==> src/rtl/uart9_pkg.sv <==
// Shared constants and state types for the nine-bit serial port
package uart9_pkg;

	localparam int DATA_W = 8;
	localparam int WORD_W = 9;
	localparam int BUF_DEPTH = 2;
	localparam int PRE_W = 2;
	localparam int CNT_W = 4;
	localparam int BIT_W = 4;

	// Sixteen samples per bit period
	localparam logic [CNT_W-1:0] CNT_RST = 4'h0;
	localparam logic [CNT_W-1:0] CNT_LAST = 4'hf;
	// Three middle samples; vote decided on the last
	localparam logic [CNT_W-1:0] SAMP_A = 4'h7;
	localparam logic [CNT_W-1:0] SAMP_B = 4'h8;
	localparam logic [CNT_W-1:0] SAMP_C = 4'h9;

	// Core clock /2 or /4, then /16: one tick every 2 or 4 clocks
	localparam logic [PRE_W-1:0] PRE_RST = 2'h0;
	localparam logic [PRE_W-1:0] PRE_SLOW_LAST = 2'h3;

	// Eleven-bit frame: start, 8 data, ninth, stop
	localparam logic [BIT_W-1:0] TX_SHIFT_BITS = 4'ha;
	localparam logic [BIT_W-1:0] RX_STOP_IDX = 4'ha;
	localparam logic [BIT_W-1:0] RX_START_IDX = 4'h0;
	localparam logic [BIT_W-1:0] BIT_ONE = 4'h1;
	localparam logic [BIT_W-1:0] BIT_ZERO = 4'h0;

	localparam logic [DATA_W-1:0] BUF_RST = 8'h00;
	localparam logic [2:0] VOTE_RST = 3'h0;

	typedef enum logic [1:0] {
		TX_IDLE = 2'b01,
		TX_SEND = 2'b10
	} tx_state_t;

	typedef enum logic [1:0] {
		RX_IDLE = 2'b01,
		RX_BIT = 2'b10
	} rx_state_t;

endpackage

==> src/rtl/tx_word_buffer.sv <==
// Two-entry word buffer between the write port and the transmitter
`timescale 1ns/10ps
module tx_word_buffer #(
	parameter int WIDTH = 9,
	parameter int DEPTH = 2
) (
	input wire logic mclk,
	input wire logic sys_rst,
	input wire logic in_valid,
	input wire logic [WIDTH-1:0] in_data,
	output logic in_ready,
	output logic out_valid,
	output logic [WIDTH-1:0] out_data,
	input wire logic out_ready
);
	localparam int PTR_W = (DEPTH > 1) ? $clog2(DEPTH) : 1;
	localparam int CNT_W = $clog2(DEPTH + 1);
	localparam logic [PTR_W-1:0] PTR_LAST = PTR_W'(DEPTH - 1);
	localparam logic [CNT_W-1:0] CNT_FULL = CNT_W'(DEPTH);

	logic [WIDTH-1:0] mem_reg [DEPTH];
	logic [PTR_W-1:0] wr_ptr_reg;
	logic [PTR_W-1:0] rd_ptr_reg;
	logic [CNT_W-1:0] count_reg;
	logic [CNT_W-1:0] count_next;
	// Room kept as a flop so the ready port needs no gate
	logic room_reg;
	logic empty_reg;
	logic push;
	logic pop;

	function automatic logic [PTR_W-1:0] ptr_inc(input logic [PTR_W-1:0] p);
		ptr_inc = (p == PTR_LAST) ? '0 : p + 1'b1;
	endfunction

	assign push = in_valid && room_reg;
	assign pop = out_ready && !empty_reg;
	assign in_ready = room_reg;
	assign out_valid = !empty_reg;
	assign out_data = mem_reg[rd_ptr_reg];

	always_comb begin
		count_next = count_reg;
		if (push && !pop) begin
			count_next = count_reg + 1'b1;
		end else if (pop && !push) begin
			count_next = count_reg - 1'b1;
		end
	end

	always_ff @(posedge mclk) begin
		if (push) begin
			mem_reg[wr_ptr_reg] <= in_data;
		end
	end

	always_ff @(posedge mclk or posedge sys_rst) begin
		if (sys_rst) begin
			wr_ptr_reg <= '0;
			rd_ptr_reg <= '0;
			count_reg <= '0;
			room_reg <= 1'b1;
			empty_reg <= 1'b1;
		end else begin
			if (push) begin
				wr_ptr_reg <= ptr_inc(wr_ptr_reg);
			end
			if (pop) begin
				rd_ptr_reg <= ptr_inc(rd_ptr_reg);
			end
			count_reg <= count_next;
			room_reg <= (count_next != CNT_FULL);
			empty_reg <= (count_next == '0);
		end
	end

endmodule

==> src/rtl/uart_nine_bit_multiproc.sv <==
// Nine-bit serial port with multiprocessor address filter
// Function
// - Sending starts at first divide-by-16 rollover after a buffer write.
// - Shift out start, eight data bits LSB first, ninth bit, stop.
// - Transmit-done flag sets when the stop bit goes onto the pin.
// - Reception starts on a falling input edge, only while permitted.
// - Input pin sampled sixteen times per bit at any rate.
// - Start edge resets the receive divide-by-16 counter to align bits.
// - Each bit decided by majority of three middle samples.
// - Start bit not voted low abandons frame; wait for new edge.
// - Mid stop: accept if receive-done clear and, if filtering, stop 1 and ninth bit 1.
// - Accepted frame loads buffer, ninth bit flag, and sets receive-done.
// - Rejected frame leaves buffer, ninth bit and receive-done unchanged.
// - After mid stop bit return to idle awaiting next falling edge.
// - Mode 3 uses same frame, bit rate from timer overflows.
// - Every character is eleven bits: start, eight data, ninth, stop.
// - Filtering active in modes 2 and 3 only when filter bit set.
// - With filtering, receive event only when received ninth bit is 1.
// - No address comparison in hardware; software decides if addressed.
// - Mode 2 bit rate is clock/64, or clock/32 with baud doubler.
// - Transmitted ninth bit comes from the transmit ninth bit control.
// - Timer overflows clock the baud circuit, divided by 32 per bit, or 16 with baud doubler.
`timescale 1ns/10ps
module uart_nine_bit_multiproc
	import uart9_pkg::*;
(
	input wire logic mclk,
	input wire logic sys_rst,
	input wire logic mode3_sel,
	input wire logic baud_doubler,
	input wire logic timer_ovf,
	input wire logic rx_enable,
	input wire logic addr_filter_bit,
	input wire logic tx_ninth_bit,
	input wire logic wr_valid,
	input wire logic [DATA_W-1:0] wr_data,
	output logic wr_ready,
	input wire logic tx_done_clr,
	input wire logic rx_done_clr,
	input wire logic rxd,
	output logic txd,
	output logic [DATA_W-1:0] serial_buffer,
	output logic rx_ninth_bit,
	output logic tx_done_flag,
	output logic rx_done_flag,
	output logic serial_irq
);

	logic [PRE_W-1:0] pre_reg;
	logic ovf_half_reg;
	logic tick;

	logic buf_valid;
	logic [WORD_W-1:0] buf_data;
	logic buf_pop;

	tx_state_t tx_state_reg;
	logic [CNT_W-1:0] tx_cnt_reg;
	logic [BIT_W-1:0] tx_bits_reg;
	logic [WORD_W:0] tx_shift_reg;
	logic txd_reg;
	logic tx_roll;
	logic tx_start;
	logic tx_set;

	rx_state_t rx_state_reg;
	logic [CNT_W-1:0] rx_cnt_reg;
	logic [BIT_W-1:0] rx_idx_reg;
	logic [WORD_W-1:0] rx_shift_reg;
	logic [2:0] vote_reg;
	logic samp_prev_reg;
	logic rx_fall;
	logic rx_decide;
	logic bit_val;
	logic rx_end;
	logic rx_accept;
	logic start_fail;

	logic [DATA_W-1:0] rx_byte_reg;
	logic rx_ninth_reg;
	logic tx_flag_reg;
	logic rx_flag_reg;
	logic irq_reg;

	function automatic logic majority(input logic [2:0] v);
		majority = (v[0] & v[1]) | (v[0] & v[2]) | (v[1] & v[2]);
	endfunction

	// Baud tick at sixteen times the bit rate
	always_ff @(posedge mclk or posedge sys_rst) begin
		if (sys_rst) begin
			pre_reg <= PRE_RST;
		end else if (mode3_sel) begin
			pre_reg <= PRE_RST;
		end else begin
			pre_reg <= pre_reg + 1'b1;
		end
	end

	// Without the doubler every other overflow is dropped
	always_ff @(posedge mclk or posedge sys_rst) begin
		if (sys_rst) begin
			ovf_half_reg <= 1'b0;
		end else if (timer_ovf) begin
			ovf_half_reg <= !ovf_half_reg;
		end
	end

	always_comb begin
		if (mode3_sel) begin
			tick = timer_ovf && (baud_doubler || ovf_half_reg);
		end else if (baud_doubler) begin
			tick = pre_reg[0];
		end else begin
			tick = (pre_reg == PRE_SLOW_LAST);
		end
	end

	// Ninth bit captured with the byte so a later change cannot tear it
	tx_word_buffer #(
		.WIDTH(WORD_W),
		.DEPTH(BUF_DEPTH)
	) tx_word_buffer_inst (
		.mclk(mclk),
		.sys_rst(sys_rst),
		.in_valid(wr_valid),
		.in_data({tx_ninth_bit, wr_data}),
		.in_ready(wr_ready),
		.out_valid(buf_valid),
		.out_data(buf_data),
		.out_ready(buf_pop)
	);

	// Transmit divide-by-16 runs freely
	always_ff @(posedge mclk or posedge sys_rst) begin
		if (sys_rst) begin
			tx_cnt_reg <= CNT_RST;
		end else if (tick) begin
			tx_cnt_reg <= tx_cnt_reg + 1'b1;
		end
	end

	assign tx_roll = tick && (tx_cnt_reg == CNT_LAST);
	assign tx_start = tx_roll && buf_valid && (tx_state_reg == TX_IDLE ||
		tx_bits_reg == BIT_ZERO);
	assign tx_set = tx_roll && tx_state_reg == TX_SEND &&
		tx_bits_reg == BIT_ONE;
	assign buf_pop = tx_start;

	always_ff @(posedge mclk or posedge sys_rst) begin
		if (sys_rst) begin
			tx_state_reg <= TX_IDLE;
			tx_bits_reg <= BIT_ZERO;
			tx_shift_reg <= '1;
			txd_reg <= 1'b1;
		end else if (tx_start) begin
			tx_state_reg <= TX_SEND;
			txd_reg <= 1'b0;
			tx_shift_reg <= {1'b1, buf_data};
			tx_bits_reg <= TX_SHIFT_BITS;
		end else if (tx_roll) begin
			unique case (tx_state_reg)
				TX_IDLE: begin
					txd_reg <= 1'b1;
				end
				TX_SEND: begin
					if (tx_bits_reg == BIT_ZERO) begin
						tx_state_reg <= TX_IDLE;
					end else begin
						txd_reg <= tx_shift_reg[0];
						tx_shift_reg <= {1'b1, tx_shift_reg[WORD_W:1]};
						tx_bits_reg <= tx_bits_reg - 1'b1;
					end
				end
				default: begin
					tx_state_reg <= TX_IDLE;
				end
			endcase
		end
	end

	// Receive samples are taken on the tick only
	always_ff @(posedge mclk or posedge sys_rst) begin
		if (sys_rst) begin
			samp_prev_reg <= 1'b1;
		end else if (tick) begin
			samp_prev_reg <= rxd;
		end
	end

	assign rx_fall = tick && rx_enable && samp_prev_reg && !rxd &&
		rx_state_reg == RX_IDLE;
	assign rx_decide = tick && rx_state_reg == RX_BIT &&
		rx_cnt_reg == SAMP_C;
	assign bit_val = majority({vote_reg[1:0], rxd});
	assign start_fail = rx_decide && rx_idx_reg == RX_START_IDX &&
		bit_val;
	assign rx_end = rx_decide && rx_idx_reg == RX_STOP_IDX;
	// Stop and ninth bit both checked when filtering
	assign rx_accept = rx_end && !rx_flag_reg && (!addr_filter_bit ||
		(bit_val && rx_shift_reg[WORD_W-1]));

	always_ff @(posedge mclk or posedge sys_rst) begin
		if (sys_rst) begin
			vote_reg <= VOTE_RST;
		end else if (tick && (rx_cnt_reg == SAMP_A || rx_cnt_reg == SAMP_B)) begin
			vote_reg <= {vote_reg[1:0], rxd};
		end
	end

	always_ff @(posedge mclk or posedge sys_rst) begin
		if (sys_rst) begin
			rx_state_reg <= RX_IDLE;
			rx_cnt_reg <= CNT_RST;
			rx_idx_reg <= BIT_ZERO;
			rx_shift_reg <= '0;
		end else if (rx_fall) begin
			rx_state_reg <= RX_BIT;
			rx_cnt_reg <= CNT_RST + 1'b1;
			rx_idx_reg <= RX_START_IDX;
		end else if (start_fail || rx_end) begin
			rx_state_reg <= RX_IDLE;
		end else if (tick && rx_state_reg == RX_BIT) begin
			rx_cnt_reg <= rx_cnt_reg + 1'b1;
			if (rx_decide) begin
				rx_shift_reg <= {bit_val, rx_shift_reg[WORD_W-1:1]};
			end
			if (rx_cnt_reg == CNT_LAST) begin
				rx_idx_reg <= rx_idx_reg + 1'b1;
			end
		end
	end

	// Address bytes are delivered as-is; software compares them
	always_ff @(posedge mclk or posedge sys_rst) begin
		if (sys_rst) begin
			rx_byte_reg <= BUF_RST;
			rx_ninth_reg <= 1'b0;
		end else if (rx_accept) begin
			rx_byte_reg <= rx_shift_reg[DATA_W-1:0];
			rx_ninth_reg <= rx_shift_reg[WORD_W-1];
		end
	end

	// Set wins over a clear in the same cycle
	always_ff @(posedge mclk or posedge sys_rst) begin
		if (sys_rst) begin
			tx_flag_reg <= 1'b0;
			rx_flag_reg <= 1'b0;
		end else begin
			tx_flag_reg <= tx_set || (tx_flag_reg && !tx_done_clr);
			rx_flag_reg <= rx_accept || (rx_flag_reg && !rx_done_clr);
		end
	end

	always_ff @(posedge mclk or posedge sys_rst) begin
		if (sys_rst) begin
			irq_reg <= 1'b0;
		end else begin
			irq_reg <= tx_flag_reg || rx_flag_reg;
		end
	end

	assign txd = txd_reg;
	assign serial_buffer = rx_byte_reg;
	assign rx_ninth_bit = rx_ninth_reg;
	assign tx_done_flag = tx_flag_reg;
	assign rx_done_flag = rx_flag_reg;
	assign serial_irq = irq_reg;

	property p_txf_hold;
		@(posedge mclk) disable iff (sys_rst)
		tx_done_flag && !tx_done_clr && !tx_set |=> tx_done_flag;
	endproperty
	a_txf_hold: assert property (p_txf_hold)
		else $error("tx done lost");

	property p_txf_stop;
		@(posedge mclk) disable iff (sys_rst)
		tx_set |=> txd && tx_done_flag;
	endproperty
	a_txf_stop: assert property (p_txf_stop)
		else $error("tx done not at stop");

	property p_tx_start_low;
		@(posedge mclk) disable iff (sys_rst)
		tx_start |=> !txd ##1 !txd[*1];
	endproperty
	a_tx_start_low: assert property (p_tx_start_low)
		else $error("no start bit");

	property p_rx_reject;
		@(posedge mclk) disable iff (sys_rst)
		rx_end && !rx_accept |=> $stable(serial_buffer) && $stable(rx_ninth_bit);
	endproperty
	a_rx_reject: assert property (p_rx_reject)
		else $error("reject loaded");

	property p_rx_load;
		@(posedge mclk) disable iff (sys_rst)
		rx_accept |=> rx_done_flag &&
			{rx_ninth_bit, serial_buffer} == $past(rx_shift_reg);
	endproperty
	a_rx_load: assert property (p_rx_load)
		else $error("accept not loaded");

	property p_rx_gate;
		@(posedge mclk) disable iff (sys_rst)
		rx_state_reg == RX_IDLE && !rx_enable |=> rx_state_reg == RX_IDLE;
	endproperty
	a_rx_gate: assert property (p_rx_gate)
		else $error("rx started");

	property p_false_start;
		@(posedge mclk) disable iff (sys_rst)
		start_fail |=> rx_state_reg == RX_IDLE && !$rose(rx_done_flag);
	endproperty
	a_false_start: assert property (p_false_start)
		else $error("bad start");

	property p_filter;
		@(posedge mclk) disable iff (sys_rst)
		rx_accept && addr_filter_bit |=> rx_ninth_bit;
	endproperty
	a_filter: assert property (p_filter)
		else $error("data byte passed");

	// A mode switch may legally bring a tick right after another
	property p_tick2;
		@(posedge mclk) disable iff (sys_rst)
		!mode3_sel && tick ##1 !mode3_sel |-> !tick;
	endproperty
	a_tick2: assert property (p_tick2)
		else $error("tick too fast");

	property p_rx_align;
		@(posedge mclk) disable iff (sys_rst)
		rx_fall |=> rx_state_reg == RX_BIT && rx_cnt_reg == CNT_RST + 1'b1;
	endproperty
	a_rx_align: assert property (p_rx_align)
		else $error("rx count not aligned");

	property p_data_quiet;
		@(posedge mclk) disable iff (sys_rst)
		rx_end && addr_filter_bit && !rx_shift_reg[WORD_W-1] |=>
			!$rose(rx_done_flag);
	endproperty
	a_data_quiet: assert property (p_data_quiet)
		else $error("data byte raised event");

	c_accept: cover property (@(posedge mclk) rx_accept);
	c_filtered: cover property (@(posedge mclk) rx_end && !rx_accept);
	c_tx_done: cover property (@(posedge mclk) tx_set);
	c_false: cover property (@(posedge mclk) start_fail);
	c_full: cover property (@(posedge mclk) wr_valid && !wr_ready);

endmodule

==> config.mk <==
export PLATFORM = sky130hd
export DESIGN_NAME = uart_nine_bit_multiproc
export DESIGN_NICKNAME = d
export VERILOG_FILES = /design/src/rtl/uart9_pkg.sv /design/src/rtl/tx_word_buffer.sv /design/src/rtl/uart_nine_bit_multiproc.sv
export SDC_FILE = /design/constraint.sdc
export NUM_CORES = 1
export LEC_CHECK = 0
export BUFFER_PORTS_ARGS = -buffer_cell sky130_fd_sc_hd__buf_2
export CORE_ASPECT_RATIO = 0.9
export CORE_MARGIN = 2
export CORE_UTILIZATION = 35
export DETAILED_ROUTE_END_ITERATION = 8
export HOLD_SLACK_MARGIN = 0.06
export PLACE_DENSITY = 0.57
export SETUP_SLACK_MARGIN = 0.02
export SLEW_MARGIN = 20
export SYNTH_ARGS = -nofsm -noshare
export SYNTH_HDL_FRONTEND = slang
export SYNTH_SLANG_ARGS = --single-unit
==> constraint.sdc <==
create_clock -name mclk -period 2.3 [get_ports mclk]
set_clock_uncertainty 0.05 [all_clocks]
set_input_delay 0.23 -clock mclk [delete_from_list [all_inputs] [get_ports mclk]]
set_output_delay 0.23 -clock mclk [all_outputs]
set_load 0.005 [all_outputs]
==> results of run 1 <==
## synth_stat cells (2+ instances only)
cell and number:
inv_1 15, nor3b_1 4, o311ai_0 9, dfstp_2 15
clkbuf_1 3, nor2_1 15, nand3b_1 2, o21ai_0 9
a31oi_1 2, mux2_2 21, xor2_1 3, and3_1 6
nand4_1 4, dfrtp_1 48, a22oi_1 2, edfxtp_1 18
buf_2 5, nand2_1 31, nand2b_1 2, a21oi_1 3
xnor2_1 7, or3_1 2, ha_1 11, nand3_1 18
nor3_1 4, mux2i_1 12, nor4_1 2
## cell type report
cell class                      count  area [um^2]  share of cell area, %
Sequential cell                    81         2140                   48.3
Multi-Input combinational cell    189         1370                   31.1
Clock buffer                       11          254                   5.75
Tap cell                          129          161                   3.65
Clock inverter                      5         61.3                   1.39
Timing Repair Buffer               55          378                   8.55
Inverter                           15         56.3                   1.27
## through the flow
stage / utilization, % / hold slack [ns] / cells
floorplan: - / 0.246 / 295
global placement: 38.9 / 0.277 / 454
detailed placement: 38.9 / 0.280 / 454
CTS: 43.4 / 0.0623 / 484
global route: 43.5 / 0.0862 / 485
finish: 43.5 / 0.0720 / 485
## how the worst max path moves through the flow
stage                     depth (start not counted)                            end      startpoint  slack (ns)
after global placement                            7  tx_word_buffer_inst.empty_reg  tx_bits_reg[0]        0.16
after CTS                                         7                  rx_cnt_reg[2]   rx_idx_reg[0]        0.11
after global routing                              7                tx_shift_reg[7]       timer_ovf        0.03
after detailed placement                          7                  rx_cnt_reg[2]   rx_idx_reg[0]        0.11
after floorplan                                   8  tx_word_buffer_inst.empty_reg  tx_bits_reg[0]        0.29
final                                             7                tx_shift_reg[2]  tx_bits_reg[0]        0.16
## metal layers
layer	vias to the layer above	part of all wire, %	global-route usage, %
met3	13	2.6	3.26
met5	-	0	0
met1	1158	49	16.3
li1	1176	-	-
met4	0	1.6	3.99
met2	38	47	19.6
## critical path, stage by stage, from the launching register on
cell	delay [ns]
dfrtp_1	0.41
inv_1	0.11
ha_1	0.16
or3b_4	0.40
a21oi_4	0.18
nand3_1	0.12
buf_4	0.23
o311ai_0	0.36
## logic make-up (layout without fill, tap and decap cells)
family	after synthesis	in the layout
adder cells (fa/ha/maj)	12	12
buffers and inverters	25	86
multiplexers	33	33
flip-flops	81	81
AND/OR/NAND/NOR	95	95
XOR/XNOR	11	11
AO/OA/AOI/OAI	38	38
## repair_timing
item,CTS,global route
endpoints found under the hold margin,71,0
setup buffers,0,1
hold buffers,14,0
setup endpoints to repair,0,25
resized for setup,0,4
## placed cells by master, fill, tap and decap left out, drive strengths merged, types with 5 or more instances in the layout
cell type / synthesis / routed
dfstp: 15 / 15
o311ai: 9 / 9
nand3: 18 / 18
nand2: 31 / 31
edfxtp: 18 / 18
o21ai: 9 / 9
xnor2: 8 / 8
and3: 6 / 6
buf: 7 / 41
nand4: 5 / 5
mux2i: 12 / 12
nor2: 15 / 15
clkbuf: 3 / 11
ha: 11 / 11
mux2: 21 / 21
dlygate4sd3: 0 / 14
dfrtp: 48 / 48
inv: 15 / 16
## power by group
group,internal [uW],leakage (uW),switching (uW)
Sequential,1790,0.000951,236
Combinational,358,0.000832,413
Clock,910,0.000144,567
==> impl_metrics.toml, run 1 <==
[run_status]
outcome = "finished clean"

[timing]
fmax_mhz = 468
final_hold_viol_count = 0
tns_ns = 0
slew_headroom_pct = 61.7
rsz0062_at_grt = "no"
setup_viol = 0
worst_slack_ns = 0.165
fin_crit_sh_pct = 92.8
slew_violations = 0
period_needed_ns = 2.14
worst_pin_slew_ns = 0.565

[place]
port_buffers = 33
hpwl_um = 4460
place_congestion = 0.838
place_ws_ns = 0.105
place_area_mm2 = 0.00396

[finish]
syn_to_final_growth_pct = 22.3
largest_reg_flops = 18
fin_area_mm2 = 0.00442
fillers = 947
fin_nets = 382
antennaDiodeCount = 0
final_layout_size_suffix_gt1_share_pct = 28.1

[critical_path]
critPathLaunchType = "register"
r2r_start = "tx_bits_reg[0]"
r2r-end = "tx_shift_reg[2]"
cp.arrival_ns = 2.30
cp_max_fo = 18
r2r_cells = 7
reg2reg_slack_ns = 0.16
worstSetupPathType = "register to register"
worst_setup_path_end_kind = "register"
required_ns = 2.47

[power]
finalPower_uw = 4270
peakVddDrop_mv = 0.371
p_per_area_mw_per_mm2 = 966
cellLeakagePower_uw = 0.00193

[logic_synthesis]
synth_top_family_by_area = "simple AND/OR/NAND/NOR gates"
synth_area_leaders = "dfrtp_1 33%, edfxtp_1 15%, dfstp_2 11%, mux2_2 6.5%, ha_1 3.8%"
post_synth_mux_area_share_pct = 9.87
syn_nets = 326
synth_edf_count = 18
ys_async_sr_fraction_pct = 77.8
synth-simple-area-share_pct = 13.2
synth_fa_ha_area_share_pct = 4.08
syn_area_mm2 = 0.00361
synth_compound_area_share_pct = 7.96
ys_seq_area_share_pct = 59.1
avgSynthCellArea_um2 = 12.3
yosysUniqueCellTypes = 49
ys_seq_elements = 81
synth_cells = 295
yosysTopAreaCell = "dfrtp_1"
synthXorXnorAreaFrac_pct = 2.87
yosysWarnings = 0
synth_top_cell_area_share_pct = 33.2
synth_flop_cell = "dfrtp_1"

[floorplan]
initial_core_util_pct = 35.6
die_x_um = 111
top_level_ports = 34
dieArea_mm2 = 0.0112
rows = 35
core_mm2 = 0.0102
die_y_um = 100

[detailed_routing]
wire_per_inst_um = 13.5
drt_first_pass_iters = 5
vias_per_cell = 4.92
wirelength_um = 6540
vias = 2385
drt_iter0_markers = 58
drcViolationCount = 0
ant_nets = 0

[clock_network]
cts_root_buf = "clkbuf_16"
cts-htree-levels = 3
cts.clk_slew.worst_paths_ns = 0.06
clkLatencyLatePin_ns = 0.33
cts_sinks = 81
numCtsBuffers = 9
cts_max_path_buffers = 2
cts_tree = "yes"

[run]
maxCapViolCount = 0

[worst_hold_path]
min_to = "samp_prev_reg"
min_path_type = "input pin to register"
hold_start = "rxd"
hold_depth = 3

[grt]
gr-total-overflow = 0
antenna_found_initial = 0
grt_usage_pct = 12.2
grt_pass1_wl_um = 11000
grt_pass1_vias = 2289
grt_start_max_net_pins = 64
No activity file was read; power rests on OpenSTA's default activity.
==> run 2: changes to the inputs <==
--- a/config.mk
+++ b/config.mk
@@ -7,7 +7,7 @@
 export LEC_CHECK = 0
 export BUFFER_PORTS_ARGS = -buffer_cell sky130_fd_sc_hd__buf_2
 export CORE_ASPECT_RATIO = 0.9
-export CORE_MARGIN = 2
+export CORE_MARGIN = 4
 export CORE_UTILIZATION = 35
 export DETAILED_ROUTE_END_ITERATION = 8
 export HOLD_SLACK_MARGIN = 0.06
==> constraint.sdc (replaced) <==
create_clock -name mclk -period 2.4 [get_ports mclk]
set_clock_uncertainty 0.05 [all_clocks]
set_input_delay 0.24 -clock mclk [delete_from_list [all_inputs] [get_ports mclk]]
set_output_delay 0.24 -clock mclk [all_outputs]
set_load 0.005 [all_outputs]
==> run 2 against run 1 <==
Net effect: non-clock buffer count stayed put; global-route usage is 0.21 points lower; via count is 1.4% higher; worst hold slack better by 0.018 ns; wire length is 2.3% higher; register-to-register slack better by 0.02 ns; sequential cell count stayed put; clock power is 14% lower; power is 7.3% lower; core utilization is 0.86 points higher; critical endpoint is now tx_word_buffer_inst.in_ready; largest power group unchanged.
==> impl_metrics.toml, run 2 (synthesis gave the netlist of run 1 again) <==
[critical_path]
required_ns = 2.56
reg2reg_slack_ns = 0.18
r2r_start = "tx_bits_reg[0]"
cpPeakStageDelay_ns = 0.40
critPathLaunchType = "register"
cp.buffers_inverters = 1
r2r_cells = 7
path_cells = "inv_1 -> ha_1 -> or3b_4 -> a21oi_4 -> and3_2 -> xnor2_2 -> a311oi_1"
critPathTopFamily = "simple AND/OR/NAND/NOR gates"
cp_max_fo = 7
worstSetupPathType = "register to register"
cp.arrival_ns = 2.38
crit_slowest_cell = "dfrtp_1"
r2r-end = "tx_word_buffer_inst.in_ready"
worst_setup_path_end_kind = "register"

[detailed_routing]
ant_nets = 0
wirelength_um = 6690
drt_iter0_markers = 71
vias_per_cell = 5.02
drt_first_pass_iters = 4
wire_per_inst_um = 13.9
vias = 2419
drcViolationCount = 0

[clock_network]
numCtsBuffers = 9
clkLatencyLatePin_ns = 0.33
cts_sinks = 81
cts.clk_slew.worst_paths_ns = 0.07
cts_root_buf = "clkbuf_16"
cts_max_path_buffers = 2
cts_tree = "yes"
cts-htree-levels = 3

[finish]
largest_reg_flops = 18
multiInputGateArea_mm2 = 0.00137
regArea_mm2 = 0.00214
fillers = 968
mostFrequentLayoutCell = "dfrtp_1"
antennaDiodeCount = 0
final_cell_mix = "48 x dfrtp_1, 33 x buf_2, 31 x nand2_1"
syn_to_final_growth_pct = 21.1
fin_nets = 382
instances_no_fill = 482
final_layout_size_suffix_gt1_share_pct = 28.1

[floorplan]
dieArea_mm2 = 0.0120
die_x_um = 115
initial_core_util_pct = 36.6
top_level_ports = 34
rows = 34
die_y_um = 104
core_mm2 = 0.00987

[timing]
fin_crit_sh_pct = 92.3
slew_headroom_pct = 63.9
period_needed_ns = 2.22
rsz0062_at_grt = "no"
worst_pin_slew_ns = 0.542
hold_ws_ns = 0.0903
final_hold_viol_count = 0
tns_ns = 0
slew_violations = 0
fmax_mhz = 451
setup_viol = 0

[grt]
grt_usage_pct = 12.0
antenna_found_initial = 0
grt_start_max_net_pins = 64
grt_pass1_wl_um = 11700
gr-total-overflow = 0
grt_pass1_vias = 2494

[worst_hold_path]
min_path_type = "input pin to register"
hold_start = "rxd"
min_to = "samp_prev_reg"
hold_depth = 3

[power]
peakVddDrop_mv = 0.429
cellLeakagePower_uw = 0.00192
p_per_area_mw_per_mm2 = 904
finalPower_uw = 3960

[place]
dp.cells = 451
hpwl_um = 4520
port_buffers = 33
place_congestion = 0.814

[run_status]
outcome = "finished clean"

[run]
maxCapViolCount = 0
==> run 2: cell type report <==
cell class / count / share of cell area (%)
sequential: 81 / 48.8
inverter: 15 / 1.29
timing repair buffer: 55 / 8.63
clock inverter: 6 / 0.914
multi-input combinational: 189 / 31.3
tap: 126 / 3.60
clock buffer: 10 / 5.46
==> run 2: report_power, final <==
| part | switching, uW | internal, uW | total [uW] |
|---|---|---|---|
| clock network | 542 | 729 | 1270 |
| registers | 229 | 1710 | 1940 |
| logic | 399 | 348 | 747 |
==> run 2: worst register-to-register path: stages, from the launching register on <==
cell	delay, ns
dfrtp_1	0.40
inv_1	0.11
ha_1	0.17
or3b_4	0.40
a21oi_4	0.16
and3_2	0.30
xnor2_2	0.12
a311oi_1	0.38
==> run 2: what timing repair did <==
action / CTS / global route
hold endpoints to repair: 70 / 0
resized for setup: 0 / 1
endpoints found under the setup margin: 0 / 10
hold buffers: 14 / 0
buffers inserted: 0 / 1
==> run 2: metal layers <==
| layer | track usage (%) | share of wire [%] | vias up |
|---|---|---|---|
| li1 | - | - | 1177 |
| met1 | 16.6 | 50 | 1185 |
| met2 | 17.7 | 45 | 50 |
| met3 | 3.49 | 4.1 | 7 |
| met4 | 4.53 | 0.93 | 0 |
| met5 | 0 | 0 | - |
==> run 2: how the worst max path moves through the flow <==
| stage | end | slack (ns) | start | cells past startpoint |
|---|---|---|---|---|
| finish | tx_word_buffer_inst.in_ready | 0.18 | tx_bits_reg[0] | 7 |
| global route | tx_word_buffer_inst.in_ready | 0.03 | timer_ovf | 8 |
| CTS | tx_word_buffer_inst.in_ready | 0.10 | tx_bits_reg[0] | 7 |
| detailed placement | tx_word_buffer_inst.in_ready | 0.15 | tx_bits_reg[0] | 7 |
| global placement | tx_word_buffer_inst.in_ready | 0.22 | tx_bits_reg[0] | 7 |
| floorplan | tx_word_buffer_inst.empty_reg | 0.39 | tx_bits_reg[0] | 8 |
==> run 2: through the flow <==
stage                     setup slack (ns)  instance area (um^2)  utilization (%)
after floorplan                      0.394                  3610                -
after global placement               0.221                  3950             40.0
after detailed placement             0.149                  3950             40.0
after CTS                            0.100                  4370             44.3
after global routing                0.0254                  4380             44.4
final                                0.184                  4380             44.4
